--- config.mk ---
export PLATFORM = sky130hd
export DESIGN_NAME = sos_scan_out
export DESIGN_NICKNAME = d
export VERILOG_FILES = /design/src/sos_pkg.sv /design/src/sos_byte_shifter.sv /design/src/sos_pseudo_random_generator.sv /design/src/sos_scan_out.sv
export SDC_FILE = /design/constraint.sdc
export NUM_CORES = 1
export LEC_CHECK = 0
export CORE_AREA = 2 2 132 134
export CTS_CLUSTER_SIZE = 16
export DETAILED_ROUTE_END_ITERATION = 16
export DIE_AREA = 0 0 134 136
export DONT_BUFFER_PORTS = 1
export PLACE_DENSITY = 0.7
export SLEW_MARGIN = 20
export SYNTH_ARGS = -nofsm -noshare
export SYNTH_HDL_FRONTEND = slang
export SYNTH_SLANG_ARGS = --single-unit
--- constraint.sdc ---
create_clock -name i_core_clk -period 2.9 [get_ports i_core_clk]
set_input_delay 0.58 -clock i_core_clk [delete_from_list [all_inputs] [get_ports i_core_clk]]
set_output_delay 0.58 -clock i_core_clk [all_outputs]
set_load 0.01 [all_outputs]
--- src/sos_pkg.sv ---
// package for the outgoing scan shifters: register map, field positions,
// reset values, widths and small decode helpers.
// assumes an APB master on the core clock and a shift clock arriving on a pin.
package sos_pkg;

    // register byte addresses, one aligned 32-bit word each
    localparam logic [7:0] SOS_ADDR_TDO      = 8'h00;
    localparam logic [7:0] SOS_ADDR_TMS0     = 8'h08;
    localparam logic [7:0] SOS_ADDR_TMS1     = 8'h0C;
    localparam logic [7:0] SOS_ADDR_MODE_A   = 8'h10;
    localparam logic [7:0] SOS_ADDR_MODE_B   = 8'h14;
    localparam logic [7:0] SOS_ADDR_SCAN_LEN = 8'h18;
    localparam logic [7:0] SOS_ADDR_STATUS   = 8'h1C;

    // mode register a field positions
    localparam int unsigned SOS_MA_AUTO_HIGH = 1;
    localparam int unsigned SOS_MA_CNT_EN    = 2;
    localparam int unsigned SOS_MA_TDO_EN    = 4;
    localparam int unsigned SOS_MA_TMS0_EN   = 5;
    localparam int unsigned SOS_MA_TMS1_EN   = 6;

    // mode register b field positions
    localparam int unsigned SOS_MB_LOOP_LO   = 0;
    localparam int unsigned SOS_MB_LOOP_HI   = 1;
    localparam int unsigned SOS_MB_PGEN      = 4;

    // reset values
    localparam logic [7:0]  SOS_MODE_A_RST   = 8'h00;
    localparam logic [7:0]  SOS_MODE_B_RST   = 8'h00;
    localparam logic [31:0] SOS_SCAN_LEN_RST = 32'h0000_0000;
    localparam logic [7:0]  SOS_BYTE_RST     = 8'h00;
    localparam logic [31:0] SOS_PGEN_RST     = 32'h0000_0000;

    // widths and counts
    localparam int unsigned SOS_BYTE_W       = 8;
    localparam int unsigned SOS_BITPOS_W     = 3;
    localparam int unsigned SOS_PGEN_W       = 32;
    localparam logic [2:0]  SOS_BITPOS_LAST  = 3'h7;
    localparam logic [1:0]  SOS_PGEN_LAST_IX = 2'h3;
    localparam logic [31:0] SOS_SCAN_ONE     = 32'h0000_0001;

    typedef enum logic {
        SOS_PGEN_FILL,
        SOS_PGEN_RUN
    } sos_pgen_state_t;

    function automatic logic sos_hit(input logic [7:0] addr, input logic [7:0] target);
        sos_hit = (addr == target);
    endfunction

endpackage

--- src/sos_byte_shifter.sv ---
// double-buffered byte shifter: two 8-bit registers, one shifting, one loading.
// assumes the caller only asserts i_shift while the shifter is not empty.
`timescale 1ns/1ps
module sos_byte_shifter
    import sos_pkg::*;
(
    input  wire logic                    i_core_clk,
    input  wire logic                    i_rst,
    input  wire logic                    i_wr,
    input  wire logic [SOS_BYTE_W-1:0]   i_wdata,
    input  wire logic                    i_shift,
    input  wire logic                    i_switch,
    input  wire logic [SOS_BITPOS_W-1:0] i_bitpos,
    output logic                         o_bit,
    output logic                         o_full,
    output logic                         o_empty
);

    logic [SOS_BYTE_W-1:0] regs_q [2];
    logic [1:0]            valid_q;
    logic [1:0]            valid_d;
    logic                  sel_q;
    logic                  wsel_q;
    logic                  wr_ok;
    logic                  leave;

    assign wr_ok   = i_wr && !o_full;
    assign leave   = i_shift && i_switch;
    assign o_full  = &valid_q;
    assign o_empty = ~|valid_q;
    assign o_bit   = regs_q[sel_q][i_bitpos];

    genvar g;
    generate
        for (g = 0; g < 2; g++) begin : g_reg
            always_ff @(posedge i_core_clk) begin
                if (i_rst) begin
                    regs_q[g] <= SOS_BYTE_RST;
                end else if (wr_ok && (wsel_q == 1'(g))) begin
                    regs_q[g] <= i_wdata;
                end
            end
        end
    endgenerate

    // a load into the freed slot in the same cycle wins over the free
    always_comb begin
        valid_d = valid_q;
        if (leave) begin
            valid_d[sel_q] = 1'b0;
        end
        if (wr_ok) begin
            valid_d[wsel_q] = 1'b1;
        end
    end

    always_ff @(posedge i_core_clk) begin
        if (i_rst) begin
            valid_q <= 2'h0;
            sel_q   <= 1'b0;
            wsel_q  <= 1'b0;
        end else begin
            valid_q <= valid_d;
            if (leave) begin
                sel_q <= ~sel_q;
            end
            if (wr_ok) begin
                wsel_q <= ~wsel_q;
            end
        end
    end
endmodule

--- src/sos_pseudo_random_generator.sv ---
// 32-bit pattern generator loaded by four byte writes, low byte first.
// the 32 stages stand for the normal byte pair plus two more byte registers.
`timescale 1ns/1ps
module sos_pgen
    import sos_pkg::*;
(
    input  wire logic                  i_core_clk,
    input  wire logic                  i_rst,
    input  wire logic                  i_restart,
    input  wire logic                  i_wr,
    input  wire logic [SOS_BYTE_W-1:0] i_wdata,
    input  wire logic                  i_step,
    output logic                       o_bit,
    output logic                       o_loaded
);

    sos_pgen_state_t         state_q;
    logic [1:0]              idx_q;
    logic [SOS_PGEN_W-1:0]   lfsr_q;
    logic                    fb;

    // right-shifting form of x^32 + x^22 + x^2 + x + 1
    assign fb       = lfsr_q[0] ^ lfsr_q[10] ^ lfsr_q[30] ^ lfsr_q[31];
    assign o_bit    = lfsr_q[0];
    assign o_loaded = (state_q == SOS_PGEN_RUN);

    always_ff @(posedge i_core_clk) begin
        if (i_rst || i_restart) begin
            state_q <= SOS_PGEN_FILL;
            idx_q   <= 2'h0;
        end else begin
            case (state_q)
                SOS_PGEN_FILL: begin
                    if (i_wr) begin
                        idx_q <= idx_q + 2'h1;
                        if (idx_q == SOS_PGEN_LAST_IX) begin
                            state_q <= SOS_PGEN_RUN;
                        end
                    end
                end
                SOS_PGEN_RUN: begin
                    state_q <= SOS_PGEN_RUN;
                end
                default: begin
                    state_q <= SOS_PGEN_FILL;
                end
            endcase
        end
    end

    always_ff @(posedge i_core_clk) begin
        if (i_rst) begin
            lfsr_q <= SOS_PGEN_RST;
        end else if (i_wr && (state_q == SOS_PGEN_FILL) && !i_restart) begin
            lfsr_q[idx_q*8 +: 8] <= i_wdata;
        end else if (i_step && (state_q == SOS_PGEN_RUN)) begin
            lfsr_q <= {fb, lfsr_q[SOS_PGEN_W-1:1]};
        end
    end
endmodule

--- src/sos_scan_out.sv ---
// outgoing scan section: two mode-select shifters, one test data shifter with
// pattern generator, scan-length and bit-position counters, APB registers.
// assumes the shift clock, device reset and output enable arrive as pins from
// another domain; the shift clock is sampled and its edges found here.
`timescale 1ns/1ps
module sos_scan_out
    import sos_pkg::*;
(
    input  wire logic        i_core_clk,
    input  wire logic        i_rst,
    input  wire logic        i_psel,
    input  wire logic        i_penable,
    input  wire logic        i_pwrite,
    input  wire logic [7:0]  i_paddr,
    input  wire logic [31:0] i_pwdata,
    output logic      [31:0] o_prdata,
    output logic             o_pready,
    output logic             o_pslverr,
    input  wire logic        i_sck,
    input  wire logic        i_dev_rst_n,
    input  wire logic        i_oe_n,
    output logic             o_tms0,
    output logic             o_tms0_oe,
    output logic             o_tms1,
    output logic             o_tms1_oe,
    output logic             o_tdo,
    output logic             o_tdo_oe,
    output logic             o_tck_en
);

    // pin synchronisers; logic reads the second stage, and the shift clock's third stage for edges
    logic        sck_s1_q;
    logic        sck_s2_q;
    logic        sck_prev_q;
    logic        rstn_s1_q;
    logic        rstn_s2_q;
    logic        oen_s1_q;
    logic        oen_s2_q;

    logic [7:0]  mode_a_q;
    logic [7:0]  mode_b_q;
    logic [31:0] scan_len_q;
    logic        loaded_q;
    logic [2:0]  bitpos_q;
    logic        pgen_prev_q;
    logic        tms0_q;
    logic        tms1_q;
    logic        tdo_q;
    logic [31:0] prdata_q;

    logic        dev_rst;
    logic        sck_fall;
    logic        tick;
    logic        tck_en;
    logic        last;
    logic        tc;
    logic        do_switch;
    logic        loop_on;
    logic        pgen_on;
    logic        auto_on;
    logic        cnt_en;
    logic        tdo_en;
    logic        tms0_en;
    logic        tms1_en;
    logic        apb_wr;
    logic        apb_setup;
    logic        mapped;
    logic        pgen_restart;

    logic        tdo_bit;
    logic        tdo_full;
    logic        tdo_empty;
    logic        tms0_bit;
    logic        tms0_full;
    logic        tms0_empty;
    logic        tms1_bit;
    logic        tms1_full;
    logic        tms1_empty;
    logic        pgen_bit;
    logic        pgen_loaded;

    always_ff @(posedge i_core_clk) begin
        if (i_rst) begin
            sck_s1_q   <= 1'b0;
            sck_s2_q   <= 1'b0;
            sck_prev_q <= 1'b0;
            rstn_s1_q  <= 1'b0;
            rstn_s2_q  <= 1'b0;
            oen_s1_q   <= 1'b1;
            oen_s2_q   <= 1'b1;
        end else begin
            sck_s1_q   <= i_sck;
            sck_s2_q   <= sck_s1_q;
            sck_prev_q <= sck_s2_q;
            rstn_s1_q  <= i_dev_rst_n;
            rstn_s2_q  <= rstn_s1_q;
            oen_s1_q   <= i_oe_n;
            oen_s2_q   <= oen_s1_q;
        end
    end

    assign dev_rst  = i_rst || !rstn_s2_q;
    assign sck_fall = sck_prev_q && !sck_s2_q;

    assign loop_on  = mode_b_q[SOS_MB_LOOP_LO] || mode_b_q[SOS_MB_LOOP_HI];
    assign pgen_on  = mode_b_q[SOS_MB_PGEN];
    assign auto_on  = mode_a_q[SOS_MA_AUTO_HIGH];
    assign cnt_en   = mode_a_q[SOS_MA_CNT_EN];
    assign tdo_en   = mode_a_q[SOS_MA_TDO_EN];
    assign tms0_en  = mode_a_q[SOS_MA_TMS0_EN];
    assign tms1_en  = mode_a_q[SOS_MA_TMS1_EN];

    // the shift clock is held low by withholding the enable
    assign tck_en = rstn_s2_q
        && !(tdo_en && (pgen_on ? !pgen_loaded : tdo_empty))
        && !(tms0_en && tms0_empty)
        && !(tms1_en && tms1_empty)
        && !(cnt_en && (!loaded_q || (scan_len_q == SOS_SCAN_LEN_RST)));
    assign o_tck_en = tck_en;

    assign tick      = sck_fall && tck_en;
    assign tc        = cnt_en && loaded_q && (scan_len_q == SOS_SCAN_LEN_RST);
    assign last      = cnt_en && loaded_q && (scan_len_q == SOS_SCAN_ONE);
    assign do_switch = (bitpos_q == SOS_BITPOS_LAST) || last;

    // ---- APB slave, no wait states, unmapped access answers with an error
    assign apb_setup = i_psel && !i_penable;
    assign apb_wr    = i_psel && i_penable && i_pwrite;
    assign o_pready  = 1'b1;
    assign mapped    = sos_hit(i_paddr, SOS_ADDR_TDO) || sos_hit(i_paddr, SOS_ADDR_TMS0)
                    || sos_hit(i_paddr, SOS_ADDR_TMS1) || sos_hit(i_paddr, SOS_ADDR_MODE_A)
                    || sos_hit(i_paddr, SOS_ADDR_MODE_B) || sos_hit(i_paddr, SOS_ADDR_SCAN_LEN)
                    || sos_hit(i_paddr, SOS_ADDR_STATUS);
    assign o_pslverr = i_psel && i_penable && !mapped;
    assign o_prdata  = prdata_q;

    always_ff @(posedge i_core_clk) begin
        if (i_rst) begin
            prdata_q <= 32'h0000_0000;
        end else if (apb_setup && !i_pwrite) begin
            case (i_paddr)
                SOS_ADDR_MODE_A:   prdata_q <= {24'h000000, mode_a_q};
                SOS_ADDR_MODE_B:   prdata_q <= {24'h000000, mode_b_q};
                SOS_ADDR_SCAN_LEN: prdata_q <= scan_len_q;
                SOS_ADDR_STATUS: begin
                    prdata_q <= {20'h00000, bitpos_q, tck_en, tc, pgen_loaded,
                                 tms1_full, tms1_empty, tms0_full, tms0_empty, tdo_full, tdo_empty};
                end
                default:           prdata_q <= 32'h0000_0000;
            endcase
        end
    end

    always_ff @(posedge i_core_clk) begin
        if (i_rst) begin
            mode_a_q <= SOS_MODE_A_RST;
            mode_b_q <= SOS_MODE_B_RST;
        end else if (apb_wr) begin
            if (sos_hit(i_paddr, SOS_ADDR_MODE_A)) begin
                mode_a_q <= i_pwdata[7:0];
            end
            if (sos_hit(i_paddr, SOS_ADDR_MODE_B)) begin
                mode_b_q <= i_pwdata[7:0];
            end
        end
    end

    // ---- scan-length counter: a new load wins over a decrement in the same cycle
    always_ff @(posedge i_core_clk) begin
        if (dev_rst) begin
            scan_len_q <= SOS_SCAN_LEN_RST;
            loaded_q   <= 1'b0;
        end else if (apb_wr && sos_hit(i_paddr, SOS_ADDR_SCAN_LEN)) begin
            scan_len_q <= i_pwdata;
            loaded_q   <= 1'b1;
        end else if (tick && cnt_en && loaded_q && !tc) begin
            scan_len_q <= scan_len_q - SOS_SCAN_ONE;
        end
    end

    always_ff @(posedge i_core_clk) begin
        if (dev_rst) begin
            bitpos_q <= 3'h0;
        end else if (tick) begin
            if (last) begin
                bitpos_q <= 3'h0;
            end else begin
                bitpos_q <= bitpos_q + 3'h1;
            end
        end
    end

    // ---- pattern mode entry restarts the byte loading
    always_ff @(posedge i_core_clk) begin
        if (dev_rst) begin
            pgen_prev_q <= 1'b0;
        end else begin
            pgen_prev_q <= pgen_on;
        end
    end
    assign pgen_restart = pgen_on && !pgen_prev_q;

    sos_byte_shifter u_tdo (
        .i_core_clk (i_core_clk),
        .i_rst      (dev_rst),
        .i_wr       (apb_wr && sos_hit(i_paddr, SOS_ADDR_TDO) && !pgen_on),
        .i_wdata    (i_pwdata[7:0]),
        .i_shift    (tick && tdo_en && !pgen_on),
        .i_switch   (do_switch),
        .i_bitpos   (bitpos_q),
        .o_bit      (tdo_bit),
        .o_full     (tdo_full),
        .o_empty    (tdo_empty)
    );

    sos_byte_shifter u_tms0 (
        .i_core_clk (i_core_clk),
        .i_rst      (dev_rst),
        .i_wr       (apb_wr && sos_hit(i_paddr, SOS_ADDR_TMS0)),
        .i_wdata    (i_pwdata[7:0]),
        .i_shift    (tick && tms0_en),
        .i_switch   (do_switch),
        .i_bitpos   (bitpos_q),
        .o_bit      (tms0_bit),
        .o_full     (tms0_full),
        .o_empty    (tms0_empty)
    );

    sos_byte_shifter u_tms1 (
        .i_core_clk (i_core_clk),
        .i_rst      (dev_rst),
        .i_wr       (apb_wr && sos_hit(i_paddr, SOS_ADDR_TMS1)),
        .i_wdata    (i_pwdata[7:0]),
        .i_shift    (tick && tms1_en),
        .i_switch   (do_switch),
        .i_bitpos   (bitpos_q),
        .o_bit      (tms1_bit),
        .o_full     (tms1_full),
        .o_empty    (tms1_empty)
    );

    sos_pgen u_pgen (
        .i_core_clk (i_core_clk),
        .i_rst      (dev_rst),
        .i_restart  (pgen_restart),
        .i_wr       (apb_wr && sos_hit(i_paddr, SOS_ADDR_TDO) && pgen_on),
        .i_wdata    (i_pwdata[7:0]),
        .i_step     (tick && tdo_en && pgen_on),
        .o_bit      (pgen_bit),
        .o_loaded   (pgen_loaded)
    );

    // ---- pin registers; auto high overrides data on both lines at once,
    // so any idle chain on the other line must sit in its reset state
    always_ff @(posedge i_core_clk) begin
        if (dev_rst) begin
            tms0_q <= 1'b1;
            tms1_q <= 1'b1;
        end else if (tick && !loop_on) begin
            if (auto_on && last) begin
                tms0_q <= 1'b1;
                tms1_q <= 1'b1;
            end else begin
                if (tms0_en) begin
                    tms0_q <= tms0_bit;
                end
                if (tms1_en) begin
                    tms1_q <= tms1_bit;
                end
            end
        end
    end

    always_ff @(posedge i_core_clk) begin
        if (dev_rst) begin
            tdo_q <= 1'b1;
        end else if (tick && tdo_en && !loop_on) begin
            tdo_q <= pgen_on ? pgen_bit : tdo_bit;
        end
    end

    assign o_tms0    = tms0_q;
    assign o_tms1    = tms1_q;
    assign o_tdo     = tdo_q;
    assign o_tms0_oe = !oen_s2_q;
    assign o_tms1_oe = !oen_s2_q;
    assign o_tdo_oe  = !oen_s2_q;
endmodule

==> results of run 1 <==
cells in the mapped netlist (4+ instances only):
| cell | n |
|---|---|
| ha_1 | 10 |
| and2_1 | 34 |
| nand2b_1 | 4 |
| a222oi_1 | 6 |
| or3_1 | 4 |
| or2_2 | 4 |
| xnor2_1 | 35 |
| inv_1 | 13 |
| nand2_1 | 65 |
| a211oi_1 | 37 |
| buf_2 | 5 |
| dfxtp_1 | 145 |
| clkbuf_1 | 69 |
| and3_1 | 53 |
| o21ai_1 | 4 |
| nor3_1 | 24 |
| nor4_1 | 13 |
| a31oi_1 | 6 |
| mux4_2 | 12 |
| a22oi_1 | 4 |
| nor4b_1 | 6 |
| or4_1 | 6 |
| edfxtp_1 | 48 |
| o21ai_0 | 44 |
| a32o_1 | 6 |
| nor2b_1 | 14 |
| nor2_1 | 81 |
| mux2i_1 | 5 |
| a21oi_1 | 121 |
| nor3b_1 | 6 |
| nand3_1 | 52 |
| and4_1 | 5 |
path summary, 6_finish.rpt:
| kind | from | slack (ns) | end | cells past startpoint |
|---|---|---|---|---|
| max | scan_len_q[6] | 0.09 | o_tck_en | 5 |
| min | i_rst | 0.21 | mode_a_q[1] | 1 |
| max reg2reg | scan_len_q[6] | 0.34 | scan_len_q[21] | 6 |
| min reg2reg | oen_s1_q | 0.42 | oen_s2_q | 1 |
critical path: stages (launching register included):
cell and delay (ns):
dfxtp_1 0.37, or4_4 0.56, nor4b_2 0.27, buf_4 0.18, and4_4 0.30, nor2_1 0.12
where the power goes:
part | switching [mW] | internal (mW)
combinational | 0.0538 | 0.0295
sequential | 0.00629 | 2.77
clock | 1.10 | 1.23
total | 1.16 | 4.02
layout make-up:
class	count	area [um^2]	share of cell area
clock inverters	13	111.4	0.01108
clock buffers	19	475.5	0.04731
inverters	13	48.80	0.004856
well taps	225	281.5	0.02801
multi-input cells	709	4474	0.4452
repair buffers	40	312.8	0.03113
flip-flops and latches	193	4345	0.4324
cell families after synthesis:
kind of cell,count (synthesis),synth area share
adder cells (fa/ha/maj),10,0.01369
AND/OR/NAND/NOR,400,0.2414
flip-flops,193,0.4752
XOR/XNOR,36,0.03449
buffers and inverters,92,0.03969
multiplexers,19,0.03750
AO/OA/AOI/OAI,243,0.1575
other,1,0.0004102
stage by stage:
| step | hold slack, ns | cells |
|---|---|---|
| after floorplan | 0.3895 | 994 |
| after global placement | 0.3908 | 1180 |
| after detailed placement | 0.4012 | 1180 |
| after CTS | 0.1938 | 1212 |
| after global routing | 0.1950 | 1212 |
| final | 0.2132 | 1212 |
routing by layer:
layer / global-route usage / vias to the layer above / wire length (um)
met5: 0 / - / 0
met2: 0.3917 / 221 / 10400
met1: 0.3575 / 3483 / 10310
met4: 0.05556 / 0 / 215
met3: 0.05481 / 17 / 1317
li1: - / 3573 / -
state kept, by name, summed over array words and instances, names as in the netlist, 2 cells and up, named ones only:
name	count
u_tms1.regs_q	16
o_prdata	32
u_tms1.valid_q	2
u_tdo.valid_q	2
mode_b_q	8
mode_a_q	8
scan_len_q	32
u_tms0.regs_q	16
u_pgen.idx_q	2
u_tdo.regs_q	16
bitpos_q	3
u_pgen.lfsr_q	32
u_tms0.valid_q	2
timing repair:
item,in CTS,in global routing
endpoints found under the setup margin,1,1
resized for setup,3,1
pin swaps,0,0
==> parameters.txt, run 1 <==
Parameter                              Value

Die
  Die span in y ... roughly 140 um
  I/O pin cnt ... between 80 and 90
  Number of rows in the core area ... 48
  Initial Utilization ... 0.5417
  Horizontal extent of the die ... about 130 um
  Core region area ... 16880 um^2
  Overall die area ... between 15000 and 20000 um^2

CTS
  CTS clock-pin slew for the worst setup and hold paths ... around 0.080 ns
  Clock root buffer master ... clkbuf_16
  CTS HTree Levels ... 4
  Total clock buffers created by CTS ... 17
  Number of sinks driven by the clock tree ... 193
  Post-CTS Setup Repair Bufs ... 0
  Worst-Skew Late Latency ... between 0.4 and 0.5 ns
  Cts hold-fix bufs ... 0
  TritonCTS clock tree ... done
  Buffer levels on the longest clock path ... 2

Final layout
  Synth-to-layout area growth ... 9.937%
  Count of inserted antenna diode cells ... 0
  Most common library cell in the layout ignoring fill and taps ... dfxtp_1
  Leading cell types in the layout, fill and taps excluded ... 144 x dfxtp_1, 121 x a21oi_1, 81 x nor2_1
  Final-layout fill cell count ... roughly 1400
  Utilization after layout ... 0.5955
  Nets ... slightly above 1000
  Post-route cell area ... 10050 um^2
  Fraction of layout instances using a drive strength above 1 ... 0.1185

Synthesis
  Post-synth EDFFs ... 48
  Synth Net Count ... ~1100
  Post-synth top area share ... 0.3175
  Synthesized flop and latch total ... between 150 and 200
  Average cell area after synthesis ... slightly above 9 um^2
  Most frequently used flop master after synthesis ... dfxtp_1
  Unique masters post-synth ... between 60 and 70
  Top cell type by total area after synthesis ... dfxtp_1
  Warnings, synthesis ... 0
  Leading post-synthesis cells by cell area ... dfxtp_1 32%, edfxtp_1 16%, a21oi_1 6.6%
  Proportion of synthesized flip-flops having asynchronous set or reset ... 0
  Gate count after technology mapping ... 994
  Combined area of all synthesized cells ... 9141 um^2
  Post-synthesis sequential area ratio ... 0.4752

Power and ir drop
  Leak ... about 3.5 nW
  VDD IR max ... around 420 uV
  Post-layout power ... 5.189 mW
  Pwr/cell area ... about 520 nW/um^2

Critical path
  Crit. End Element ... output pin
  Data arrival at the endpoint of the critical path ... ~2.2 ns
  Launching element type of the critical path ... flop
  WP data required ... approximately 2.3 ns
  Top fanout value on the critical path ... 7
  Critical path class ... reg2out

Routing
  Total number of vias ... about 7300
  Starting DRC count in detailed routing ... roughly 600
  Post-DRT Antenna Nets ... 0
  Drt wl/cell ... approximately 18 um
  First-pass iteration count of the detailed router ... 7
  Residual DRC ... 0
  Routed vias/inst ... about 6.0
  Drt total wl ... between 20000 and 25000 um

STA
  Slew Limit Fails ... 0
  Slew @ Worst Pin ... approximately 0.84 ns
  Final Hold Fails ... 0
  Unrepaired setup endpoints after global routing ... false
  Setup total negative slack ... 0 ns
  Final number of setup-violating endpoints ... 0
  Period Utilization, post-route ... 0.9689
  Worst clock skew ... 0.01488 ns
  Final Critical Period ... approximately 2.8 ns
  Normalized max-slew margin ... 0.4405
  Smallest setup slack after layout ... around 0.09 ns
  Peak clock frequency supported by timing ... around 360 MHz

Placed design
  Detailed placer's ending HPWL ... 15070 um
  Placement-stage cell area ... approximately 9500 um^2
  Last weighted congestion value of the routability-driven placer ... about 0.9
  Quantity of I/O buffers inserted on ports ... 0
  Setup Slack @ Placement ... roughly 0.25 ns

GRT
  Global routing usage summed across all routing layers ... 0.2504
  Global-route wire length before repair ... between 30000 and 40000 um
  Maximum number of pins on one net before global-route repair ... slightly below 60
  Global route overflow ... 0
  Initial antenna violation count ... 0
  Via count of the first global-routing pass ... about 6700

Job
  Max-cap viol count ... 0

Min path
  Worst min-delay path class ... in2reg

Outcome
  Run status ... completed
No activity file was read; power rests on OpenSTA's default activity.
==> inputs of run 2 (changes only) <==
GPL_ROUTABILITY_DRIVEN = 0   (was unset)
PLACE_DENSITY = 0.73   (was 0.7)
clock period = 2.26 ns   (was 2.9 ns; I/O delays follow)
==> run 2 against run 1 <==
- the run now ends with negative setup slack left
- cell count is 6.1% higher
- sequential share of layout area is 5.2 points lower
- worst setup slack worse by 0.49 ns
- largest cell class unchanged
- largest power group unchanged
==> parameters.txt, run 2 (synthesis gave the netlist of run 1 again) <==
Parameter                              Value

Final layout
  Synth-to-layout area growth ... 25.14%
  Utilization after layout ... 0.6779 (+0.08237)
  Leading cell types in the layout, fill and taps excluded ... 143 x dfxtp_1, 117 x a21oi_1, 92 x buf_4
  Final-layout fill cell count ... 1246 (-14%)
  Nets ... 1106 (+7.2%)
  Most common library cell in the layout ignoring fill and taps ... dfxtp_1
  Area of all sequential standard cells ... 4347 um^2 (about the same)
  Fraction of layout instances using a drive strength above 1 ... 0.2630 (+0.1444)
  Count of inserted antenna diode cells ... 0 (unchanged)
  Multi-input gate area ... 5102 um^2 (+14%)
  Final standard cell count with taps included and fillers excluded ... 1286 (+6.1%)

CTS
  Worst-Skew Late Latency ... 0.44 ns (about the same)
  Clock root buffer master ... clkbuf_16
  CTS HTree Levels ... 4 (unchanged)
  Buffer levels on the longest clock path ... 2 (unchanged)
  TritonCTS clock tree ... done
  Total clock buffers created by CTS ... 17 (unchanged)
  Number of sinks driven by the clock tree ... 193 (unchanged)
  Cts hold-fix bufs ... 0 (unchanged)
  CTS clock-pin slew for the worst setup and hold paths ... 0.07 ns (about the same)

Power and ir drop
  VDD IR max ... 547.9 uV (+30%)
  Pwr/cell area ... 586.9 nW/um^2 (+14%)
  Leak ... 4.035 nW (+16%)
  Relative contribution of the clock network to total power ... 0.452 (+0.002)
  Sw Share ... 0.2226 (-0.001805)
  Sequential power share ... 0.530 (-0.004)
  Switching Power ... 1.494 mW (+28%)
  Internal ... 5.219 mW (+30%)
  Combinational share of power ... 0.018 (+0.002)

Outcome
  Failing checks ... negative setup slack
  Run status ... finished with violations

Placed design
  Number of placed instances, taps included ... 1236 (+4.7%)
  Quantity of I/O buffers inserted on ports ... 0 (unchanged)
  Detailed placer's ending HPWL ... 16000 um (+6.2%)

Critical path
  Launching element type of the critical path ... flop
  Top fanout value on the critical path ... 7 (unchanged)
  WP data required ... 1.81 ns (-0.51 ns)
  Critical path class ... reg2out
  Flop-to-flop setup slack ... -0.30 ns (-0.64 ns)
  Startpoint of the worst-slack reg-to-reg timing path ... scan_len_q[2]
  Data arrival at the endpoint of the critical path ... 2.21 ns (-0.02 ns)
  Crit. End Element ... output pin
  Reg-to-Reg End ... u_tms0.valid_q[1]
  Reg2Reg Depth ... 11 (+5)

Die
  Core region area ... 16880 um^2 (unchanged)
  Die span in y ... 136 um (unchanged)
  Overall die area ... 18220 um^2 (unchanged)
  I/O pin cnt ... 89 (unchanged)
  Number of rows in the core area ... 48 (unchanged)
  Horizontal extent of the die ... 134 um (unchanged)
  Initial Utilization ... 0.5417 (unchanged)

Job
  Max-cap viol count ... 0 (unchanged)

STA
  Worst clock skew ... 0.01289 ns (-0.001991 ns)
  Unrepaired setup endpoints after global routing ... true
  Smallest setup slack after layout ... -0.4047 ns (-0.4948 ns)
  Peak clock frequency supported by timing ... ~380 MHz
  Final number of setup-violating endpoints ... 84 (+84)
  Normalized max-slew margin ... 0.6654 (+0.2249)
  Final Critical Period ... ~2.7 ns
  Period Utilization, post-route ... 1.179
  Slew Limit Fails ... 0 (unchanged)
  Final Hold Fails ... 0 (unchanged)
  Slew @ Worst Pin ... 0.5009 ns (-0.3354 ns)

Routing
  First-pass iteration count of the detailed router ... 7 (unchanged)
  Post-DRT Antenna Nets ... 0 (unchanged)
  Starting DRC count in detailed routing ... 762 (+26%)
  Total number of vias ... 7985 (+9.5%)
  Drt total wl ... 25210 um (+13%)
  Routed vias/inst ... 6.209 (+3.2%)
  Drt wl/cell ... 19.60 um (+6.8%)
  Residual DRC ... 0 (unchanged)

GRT
  Via count of the first global-routing pass ... 7352 (+9.7%)
  Global routing usage summed across all routing layers ... 0.2730 (+0.02259)
  Global route overflow ... 0 (unchanged)
  Maximum number of pins on one net before global-route repair ... 58 (unchanged)
  Global-route wire length before repair ... 39160 um (+9.2%)
  Initial antenna violation count ... 0 (unchanged)

Min path
  Worst min-delay path class ... in2reg
  WHS Endpoint ... rstn_s1_q
  Critical hold path startpoint ... i_rst
  Cell depth of the worst hold path ... 1 (unchanged)
==> run 2: cell types whose count changed in the layout (fill, tap and decap cells not counted), sizes merged <==
| cell | delta |
|---|---|
| clkinv | -1 |
| bufinv | +1 |
| buf | +73 |
| clkinvlp | +1 |
==> run 2: per-stage QoR <==
step	power [mW]	instance area, um^2	hold WS [ns]	TNS [ns]	setup WS [ns]
2_1_floorplan	3.739	9205	0.3895	-6.682	-0.1769
4_1_cts	6.737	11100	0.06480	-8.120	-0.3644
3_5_place_dp	3.754	10020	0.4007	-16.12	-0.2425
6_report	6.713	11440	0.08053	-13.02	-0.4047
5_1_grt	6.886	11440	0.06887	-20.84	-0.4779
3_3_place_gp	3.751	10020	0.4011	-9.122	-0.1747
==> run 2: layer usage <==
metal	GRT usage	wire length (um)	vias to the layer above
met5	0	0	-
met2	0.4285	12150	308
met3	0.06040	1853	47
met4	0.08924	554	0
li1	-	-	3727
met1	0.3765	10650	3903
==> run 2: worst max-delay path by stage <==
stage                  startpoint  cells after the start  slack [ns]                  end
floorplan              i_paddr[5]                      4       -0.18  u_tms1.regs_q[0][0]
global placement    scan_len_q[8]                      6       -0.17       scan_len_q[28]
detailed placement  scan_len_q[8]                      9       -0.24    u_pgen.lfsr_q[27]
CTS                 scan_len_q[6]                      7       -0.36             o_tck_en
global route        scan_len_q[2]                      7       -0.48             o_tck_en
finish              scan_len_q[2]                      7       -0.40             o_tck_en
==> run 2: worst max-delay path, cell delays in order (launching register included) <==
cell     delay (ns)
dfxtp_1        0.33
or3_1          0.43
buf_4          0.21
nor4b_4        0.31
and4_1         0.24
buf_6          0.12
buf_12         0.10
nor2_4         0.04
==> run 2: final cells by class <==
cell class                      count  area share
Multi-Input combinational cell    709      0.4460
Sequential cell                   193      0.3800
Timing Repair Buffer              114     0.09351
Clock buffer                       18     0.03937
Tap cell                          225     0.02461
Clock inverter                     14     0.01225
Inverter                           13    0.004266
==> run 2: timing repair <==
item / in CTS / in global routing
endpoints found under the setup margin: 83 / 84
setup buffers: 10 / 8
resized for setup: 75 / 68
pin swaps: 51 / 41
cloned: 2 / 1
==> run 2: power by group through the flow <==
stage / clock network [mW] / registers, mW / logic (mW)
final: 3.03 / 3.56 / 0.124
after global routing: 3.19 / 3.56 / 0.133
after floorplan: 0 / 3.63 / 0.106
after CTS: 3.06 / 3.56 / 0.120
after global placement: 0 / 3.64 / 0.116
after detailed placement: 0 / 3.64 / 0.117
